==> config.mk <==
export PLATFORM = sky130hd
export DESIGN_NAME = output_status_flag_registers
export DESIGN_NICKNAME = d
export VERILOG_FILES = /design/src/hdl/osf_pkg.sv /design/src/hdl/level_sync.sv /design/src/hdl/output_status_flag_registers.sv /design/src/hdl/sticky_latch.sv
export VERILOG_INCLUDE_DIRS = /design/src /design/src/hdl
export SDC_FILE = /design/constraint.sdc
export NUM_CORES = 1
export LEC_CHECK = 0
export ABC_AREA = 0
export ABC_CLOCK_PERIOD_IN_PS = 8300
export BUFFER_PORTS_ARGS = -buffer_cell sky130_fd_sc_hd__buf_2
export CORE_MARGIN = 2
export CORE_UTILIZATION = 25
export CTS_CLUSTER_SIZE = 20
export DETAILED_ROUTE_END_ITERATION = 8
export GPL_ROUTABILITY_DRIVEN = 1
export PLACE_DENSITY_LB_ADDON = 0.25
export SLEW_MARGIN = 5
export SYNTH_ARGS = -nofsm -noshare
export SYNTH_HDL_FRONTEND = slang
export SYNTH_SLANG_ARGS = --single-unit
==> constraint.sdc <==
create_clock -name clock -period 8.3 [get_ports clock]
set_clock_uncertainty 0.2 [all_clocks]
set_input_delay 0.83 -clock clock [delete_from_list [all_inputs] [get_ports clock]]
set_output_delay 0.83 -clock clock [all_outputs]
set_load 0.005 [all_outputs]
==> src/hdl/osf_params.svh <==
`ifndef OSF_PARAMS_SVH
`define OSF_PARAMS_SVH

// Register byte offsets on the control port
`define OSF_ADDR_LINE_CTRL   8'h5D
`define OSF_ADDR_PWR_STAT    8'h5E
`define OSF_ADDR_SHORT_STAT  8'h5F
`define OSF_ADDR_STICKY      8'h60
`define OSF_ADDR_REALTIME    8'h61

// Line output control field positions
`define OSF_LEVEL_MSB        7
`define OSF_LEVEL_LSB        4
`define OSF_MUTE_BIT         3
`define OSF_PEND_BIT         1
`define OSF_LPWR_BIT         0

// Sticky register bit used for the writable noise gate flag
`define OSF_GATE_R_BIT       0

// Reset values, level limit and unmapped read data
`define OSF_LEVEL_RST        4'h0
`define OSF_MUTE_RST         1'b0
`define OSF_PEND_RST         1'b1
`define OSF_LEVEL_MAX        4'h9
`define OSF_UNMAPPED_DATA    8'h00

// Timing: one gain step per settle interval
`define OSF_CLK_PERIOD_NS    50
`define OSF_GAIN_STEP_NS     1000
`define OSF_GAIN_STEP_CYC    (`OSF_GAIN_STEP_NS / `OSF_CLK_PERIOD_NS)

`endif

==> src/hdl/osf_pkg.sv <==
package osf_pkg;

   // Power-up status lines from the analog modules
   typedef struct packed {
      logic dac_l;
      logic dac_r;
      logic line_l;
      logic line_r;
      logic hp_l;
      logic hp_r;
      logic com_l;
      logic com_r;
   } power_status_t;

   // Live event conditions from the analog side
   typedef struct packed {
      logic [3:0] shorted;   // hp_l, hp_r, com_l, com_r
      logic       headset;   // Headset present level
      logic       gate_l;    // Left signal under noise threshold
      logic       gate_r;    // Right signal under noise threshold
   } event_status_t;

   // Control port request
   typedef struct packed {
      logic [7:0] addr;
      logic       wr;
      logic       rd;
      logic [7:0] wdata;
   } reg_req_t;

   // Settings driven to the right line output stage
   typedef struct packed {
      logic [3:0] gain;
      logic       unmute;
   } line_ctrl_t;

endpackage

==> src/hdl/level_sync.sv <==
`timescale 1ns/1ps
// Two-stage synchroniser, one chain per bit
module level_sync #(
   parameter int WIDTH = 1
) (
   // Clock and reset
   input  wire logic             clock,
   input  wire logic             rst_b,
   // Levels from outside and their safe copies
   input  wire logic [WIDTH-1:0] async_in,
   output logic      [WIDTH-1:0] sync_out
);

   generate
      if (WIDTH < 1) begin : g_bad_width
         $error("level_sync width must be at least one");
      end
   endgenerate

   genvar i;
   generate
      for (i = 0; i < WIDTH; i++) begin : g_bit
         logic meta_r;   // First stage, read only by the second

         // Two flops in a row per bit
         always_ff @(posedge clock or negedge rst_b) begin
            if (!rst_b) begin
               meta_r      <= 1'b0;
               sync_out[i] <= 1'b0;
            end else begin
               meta_r      <= async_in[i];
               sync_out[i] <= meta_r;
            end
         end
      end
   endgenerate

endmodule

==> src/hdl/output_status_flag_registers.sv <==
`timescale 1ns/1ps
`include "osf_params.svh"
module output_status_flag_registers
   import osf_pkg::*;
#(
   parameter int STEP_CYC = `OSF_GAIN_STEP_CYC
) (
   // Clock and reset
   input  wire logic                   clock,
   input  wire logic                   rst_b,
   // Control port
   input  wire osf_pkg::reg_req_t      req,
   output logic                  [7:0] rdata_r,
   // Analog status, asynchronous to clock
   input  wire osf_pkg::power_status_t pwr_in,
   input  wire osf_pkg::event_status_t evt_in,
   // Right line output stage settings
   output osf_pkg::line_ctrl_t         line_ctrl
);
   import osf_pkg::*;

   // Parameter sanity
   generate
      if (STEP_CYC < 1 || STEP_CYC > 65535) begin : g_bad_step
         $error("STEP_CYC must lie between 1 and 65535");
      end
   endgenerate

   localparam logic [15:0] STEP_LAST = 16'(STEP_CYC - 1);

   // Synchronised copies of the analog levels
   power_status_t pwr_s;          // Power status after two flops
   event_status_t evt_s;          // Event levels after two flops

   // Software controls
   logic [3:0]    level_r;        // Programmed boost code
   logic          unmute_r;       // One lets audio through

   // Gain ramp
   logic [3:0]    gain_now_r;     // Code actually applied to the stage
   logic [15:0]   step_cnt_r;     // Cycles since the last gain step
   logic          pending_r;      // Applied code still short of target

   // Headset edge detection
   logic          hs_prev_r;      // Last seen headset level
   logic          hs_primed_r;    // Blocks a false edge after reset
   logic          hs_evt;         // One-cycle insertion or removal

   // Sticky bank and its controls
   logic [7:0]    sticky_set;
   logic [7:0]    sticky_clr;
   logic [7:0]    sticky_r;
   logic [7:0]    live_flags;     // Unlatched view of the same events

   // Decoded accesses
   logic          wr_line;
   logic          wr_sticky;
   logic          rd_sticky;
   logic [7:0]    rd_mux;

   // Both status groups share one synchroniser bank
   level_sync #(
      .WIDTH    (15)
   ) u_sync (
      .clock    (clock),
      .rst_b    (rst_b),
      .async_in ({pwr_in, evt_in}),
      .sync_out ({pwr_s, evt_s})
   );

   // Address decode
   assign wr_line   = req.wr && (req.addr == `OSF_ADDR_LINE_CTRL);
   assign wr_sticky = req.wr && (req.addr == `OSF_ADDR_STICKY);
   assign rd_sticky = req.rd && (req.addr == `OSF_ADDR_STICKY);

   // Level and mute controls; only these two fields take writes
   always_ff @(posedge clock or negedge rst_b) begin
      if (!rst_b) begin
         level_r  <= `OSF_LEVEL_RST;
         unmute_r <= `OSF_MUTE_RST;
      end else if (wr_line) begin
         // Reserved and status bits of this byte are dropped
         level_r  <= req.wdata[`OSF_LEVEL_MSB:`OSF_LEVEL_LSB];
         unmute_r <= req.wdata[`OSF_MUTE_BIT];
      end
   end

   // Step timer; ramping avoids zipper noise from big gain jumps
   always_ff @(posedge clock or negedge rst_b) begin
      if (!rst_b) begin
         step_cnt_r <= 16'h0000;
      end else if (step_cnt_r == STEP_LAST) begin
         step_cnt_r <= 16'h0000;
      end else begin
         step_cnt_r <= step_cnt_r + 16'h0001;
      end
   end

   // Applied gain walks toward the target one dB per step
   always_ff @(posedge clock or negedge rst_b) begin
      if (!rst_b) begin
         gain_now_r <= `OSF_LEVEL_RST;
      end else if (step_cnt_r == STEP_LAST) begin
         if (gain_now_r < level_r) begin
            gain_now_r <= gain_now_r + 4'h1;
         end else if (gain_now_r > level_r) begin
            gain_now_r <= gain_now_r - 4'h1;
         end
      end
   end

   // Pending flag; starts set until the first compare
   always_ff @(posedge clock or negedge rst_b) begin
      if (!rst_b) begin
         pending_r <= `OSF_PEND_RST;
      end else begin
         pending_r <= (gain_now_r != level_r);
      end
   end

   // Outputs to the line stage come straight from flops
   assign line_ctrl.gain   = gain_now_r;
   assign line_ctrl.unmute = unmute_r;

   // Headset change detection on the synchronised level
   always_ff @(posedge clock or negedge rst_b) begin
      if (!rst_b) begin
         hs_prev_r   <= 1'b0;
         hs_primed_r <= 1'b0;
      end else begin
         hs_prev_r   <= evt_s.headset;
         hs_primed_r <= 1'b1;
      end
   end

   // Either direction counts, but not the first sample after reset
   assign hs_evt = hs_primed_r && (hs_prev_r != evt_s.headset);

   // Current event view for the real-time read, built from the same terms as sticky set
   always_comb begin
      live_flags      = 8'h00;
      live_flags[7:4] = evt_s.shorted;
      live_flags[2]   = hs_evt;
      live_flags[1]   = evt_s.gate_l;
      live_flags[0]   = evt_s.gate_r;
   end

   // Sticky set and clear terms
   always_comb begin
      sticky_set      = 8'h00;
      sticky_set[7:4] = evt_s.shorted;
      sticky_set[2]   = hs_evt;
      sticky_set[1]   = evt_s.gate_l;
      sticky_set[0]   = evt_s.gate_r;
      // A read clears everything it has just returned
      sticky_clr      = rd_sticky ? 8'hFF : 8'h00;
      // The writable bit may also be cleared by writing zero
      if (wr_sticky && !req.wdata[`OSF_GATE_R_BIT]) begin
         sticky_clr[`OSF_GATE_R_BIT] = 1'b1;
      end
   end

   // Flags latch; a new event in a clearing cycle survives
   sticky_latch #(
      .WIDTH  (8)
   ) u_sticky (
      .clock  (clock),
      .rst_b  (rst_b),
      .set_in (sticky_set),
      .clr_in (sticky_clr),
      .flag_r (sticky_r)
   );

   // Read data selection; reserved bits read zero
   always_comb begin
      rd_mux = `OSF_UNMAPPED_DATA;
      unique case (req.addr)
         `OSF_ADDR_LINE_CTRL: begin
            rd_mux[`OSF_LEVEL_MSB:`OSF_LEVEL_LSB] = level_r;
            rd_mux[`OSF_MUTE_BIT] = unmute_r;
            rd_mux[`OSF_PEND_BIT] = pending_r;
            rd_mux[`OSF_LPWR_BIT] = pwr_s.line_r;
         end
         `OSF_ADDR_PWR_STAT: begin
            rd_mux[7] = pwr_s.dac_l;
            rd_mux[6] = pwr_s.dac_r;
            rd_mux[4] = pwr_s.line_l;
            rd_mux[3] = pwr_s.line_r;
            rd_mux[2] = pwr_s.hp_l;
            rd_mux[1] = pwr_s.hp_r;
         end
         `OSF_ADDR_SHORT_STAT: begin
            rd_mux[7:4] = evt_s.shorted;
            rd_mux[3]   = pwr_s.com_l;
            rd_mux[2]   = pwr_s.com_r;
         end
         `OSF_ADDR_STICKY: begin
            rd_mux = sticky_r;
         end
         `OSF_ADDR_REALTIME: begin
            rd_mux = live_flags;
         end
         default: begin
            rd_mux = `OSF_UNMAPPED_DATA;
         end
      endcase
   end

   // Read data register; holds until the next read
   always_ff @(posedge clock or negedge rst_b) begin
      if (!rst_b) begin
         rdata_r <= 8'h00;
      end else if (req.rd) begin
         rdata_r <= rd_mux;
      end
   end

endmodule

==> src/hdl/sticky_latch.sv <==
`timescale 1ns/1ps
// Bank of sticky flags; a new event always beats a clear
module sticky_latch #(
   parameter int WIDTH = 8
) (
   // Clock and reset
   input  wire logic             clock,
   input  wire logic             rst_b,
   // Event and clear controls
   input  wire logic [WIDTH-1:0] set_in,
   input  wire logic [WIDTH-1:0] clr_in,
   // Latched flags
   output logic      [WIDTH-1:0] flag_r
);

   generate
      if (WIDTH < 1) begin : g_bad_width
         $error("sticky_latch width must be at least one");
      end
   endgenerate

   genvar i;
   generate
      for (i = 0; i < WIDTH; i++) begin : g_flag
         // Set over clear so no event is lost on a clearing read
         always_ff @(posedge clock or negedge rst_b) begin
            if (!rst_b) begin
               flag_r[i] <= 1'b0;
            end else if (set_in[i]) begin
               flag_r[i] <= 1'b1;
            end else if (clr_in[i]) begin
               flag_r[i] <= 1'b0;
            end
         end
      end
   endgenerate

endmodule
==> results.md <==
- Outcome: finished clean
- Register area share after synthesis: 60.2%
- Power share of the combinational group: under 10%
- Worst EP required: 8370 ps
- Routability Congestion: 0.714
- First-pass GRT wire length: slightly above 10 mm
- CTS tree: built
- FILL cells: between 1,000 and 1,500
- Setup CP Type: reg2reg
- PwrDens: 225 nW/um^2
- Sw Share: between 20% and 30%
- Initial Utilization: 25.5%
- Max Slew Vio Count: 0
- Clk pwr share: 48.0%
- Pin count of the biggest net entering global routing: 74
- Final worst slack: 5340 ps
- Count leader, synth: dfrtp_1
- TritonRoute pass-1 iters: 4
- Core Region: 11,900 um^2
- Maximum vdd drop: 0.0846 mV
- Post-CTS setup buffers: 0
- Unrepaired setup endpoints after global routing: no
- Port bufs: 45
- Die ar.: 13,000 um^2
- Total power: 0.839 mW
- Psw: 0.187 mW
- Max Buffers Root-to-Sink: 2
- CTS root buf: clkbuf_16
- Width of the die: 114 um
- CTS clk-pin slew, worst paths: roughly 50 ps
- Post-DR wirelength/cell: 13.7 um
- Hold wc startpoint: u_sync.g_bit[9].meta_r$_DFF_PN0_
- Number of global-route vias before repair: 2,043
- Via count: between 1,500 and 2,000
- FFs w/ async S/R, synth: 100%
- Setup TNS Final: 0 ps
- Relative slew margins: 38.0%
- GRT Total Usage: around a tenth
- Antenna cell count: 0
- Worst slew pin tran: roughly 930 ps
- Power Internal: 0.652 mW
- GRT overflow: 0
- Ys Warns: 0
- Number of synthesized flops with an enable pin: 0
- WL final: 6.16 mm
- Final #Nets: 339
- Pleak: between 1.5 and 2 nW
- Vias per cell: about 4.4
- Worst hold slack: approximately 150 ps
- Ports: 48
- H-Tree Depth: 3
- Syn nets: between 200 and 300
- Mean Syn Cell Area: 12.3 um^2
- Min-delay worst type: reg2reg
- TritonCTS buffer count: 9
- Post-CTS sizing: 0
- Final Cycle Share: roughly 36%
- Post-Syn Instances: 246
- Worst-skew pair later-pin latency: 330 ps
- Fmax achieved: 338 MHz
- HPWL after DPL: 4.25 mm
- CTS sink cnt: between 70 and 80
- Netlist cell types: 50
- CP startpoint kind: flop
- # rows: 40
- Worst Hold End: u_sync.sync_out[9]$_DFF_PN0_
- CP endpoint kind: flop
- R2R Path End: gain_now_r[3]$_DFFE_PN0P_
- Die height: around 110 um
- Share of the synthesized area in the top cell type: 59.4%
- Worst r2r path cells: 10
- Layout cells sized above 1: 26.6%
- Initial DRC count: 98
- Final Hold Fails: 0
- Minimum clock period: 2960 ps
- Routed Antenna Nets: 0
- Seq pwr share: between 40 and 50%
- Worst reg2reg path startpoint: gain_now_r[1]$_DFFE_PN0P_
- Cell Area, Synth: just over 3000 um^2
- Post-synth top flop: dfrtp_1
- WP data arrival: 3030 ps
- Top post-synthesis cells by area: dfrtp_1, xnor2_1, ha_1
- # DRC: 0
- Reg2Reg Setup Slack: 5340 ps
- Area growth syn-to-layout: 23.1%
- Hold-fix buffers at CTS: 0
- Antenna violations before repair: 0
- Final core utilization: about a third
- Post-synth top area cell: dfrtp_1
- Worst slack, placed: 5380 ps
- Synth top cells by count: dfrtp_1, nand2_1, inv_1
- Setup Viol. Count Final: 0
- Crit Path Max Fanout: 5
- #FFs+latches synth: 73
- Worst Hold Path Cells: 0
- Maxcap violations: 0
worst max-delay path, cell delays in order (launching register included):
cell     delay [ps]
dfrtp_1         440
ha_1            330
nor2b_1         140
o211a_1         210
nor2_1          240
inv_1           140
ha_1            340
a21oi_1         220
nand2_1         100
or4_1           460
nand3_1          90
metal layers:
layer	GRT usage (%)	wire [um]
met1	14.0	3070
met2	15.0	2680
met3	3.76	296
met4	4.88	109
met5	0	0
state kept, by name (all words and copies together), names as in the netlist:
signal / cells
u_sticky.flag_r: 7
hs_primed_r: 1
pending_r: 1
u_sync.sync_out: 15
hs_prev_r: 1
level_r: 4
gain_now_r: 4
step_cnt_r: 16
rdata_r: 8
u_sync.g_bit.meta_r: 15
unmute_r: 1
power groups by stage:
stage | Sequential, mW | Combinational (mW) | Clock (mW)
4_1_cts | 0.377 | 0.0618 | 0.417
3_3_place_gp | 0.383 | 0.0597 | 0
2_1_floorplan | 0.380 | 0.0355 | 0
3_5_place_dp | 0.383 | 0.0614 | 0
5_1_grt | 0.378 | 0.0700 | 0.429
6_report | 0.377 | 0.0600 | 0.403
layout by cell type, fill, tap and decap left out, types with 2 or more instances in the layout:
cell type and n:
nand2_1 13, nand4b_1 4, nor2b_1 5, a21oi_1 9, a21o_1 7, clkinvlp_4 2
xnor2_1 11, buf_4 2, nor2_1 10, a221oi_1 3, dfrtp_1 72, or4_1 2
clkbuf_8 3, mux2_2 7, o21ai_0 5, a22oi_1 2, a31oi_1 2, nand2_2 2
nor3_1 4, a32oi_1 2, ha_1 7, nand4_1 8, and2_1 3, nor4_1 2
o22ai_1 4, mux2_4 2, nand3_1 10, and3_1 5, inv_1 12, buf_2 45
xor2_1 6, clkbuf_16 9
how the worst max path moves through the flow:
stage / endpoint / from / slack (ps) / cells past startpoint
final: gain_now_r[3]$_DFFE_PN0P_ / gain_now_r[1]$_DFFE_PN0P_ / 5340 / 10
after global placement: gain_now_r[3]$_DFFE_PN0P_ / gain_now_r[1]$_DFFE_PN0P_ / 5410 / 10
after CTS: gain_now_r[3]$_DFFE_PN0P_ / gain_now_r[1]$_DFFE_PN0P_ / 5350 / 10
after floorplan: gain_now_r[3]$_DFFE_PN0P_ / gain_now_r[1]$_DFFE_PN0P_ / 5570 / 10
after detailed placement: gain_now_r[3]$_DFFE_PN0P_ / gain_now_r[1]$_DFFE_PN0P_ / 5380 / 10
after global routing: gain_now_r[3]$_DFFE_PN0P_ / gain_now_r[1]$_DFFE_PN0P_ / 5120 / 10
final cells by class:
cell class                 instances  area (um^2)  share of cell area (%)
clock inverter                     4         50.0                    1.34
multi-input combinational        153         1120                    30.0
tap                              147          184                    4.92
clock buffer                      12          267                    7.13
inverter                          12         45.0                    1.21
sequential                        73         1830                    48.9
timing repair buffer              47          240                    6.43
cells by family (layout without fill, tap and decap cells):
kind of cell / Yosys count / count (layout) / synth area share (%)
flip-flops: 73 / 73 / 60.2
adder cells (fa/ha/maj): 8 / 8 / 3.55
AO/OA/AOI/OAI: 43 / 43 / 10.2
buffers and inverters: 20 / 75 / 2.76
XOR/XNOR: 17 / 17 / 4.91
other: 1 / 1 / 0.124
multiplexers: 10 / 10 / 3.92
AND/OR/NAND/NOR: 74 / 74 / 14.3
per-stage QoR:
stage / std cells / cell area [um^2]
after floorplan: 246 / 3030
after global placement: 432 / 3420
after detailed placement: 432 / 3420
after CTS: 448 / 3740
after global routing: 448 / 3740
final: 448 / 3740
No activity file was read; power rests on OpenSTA's default activity.
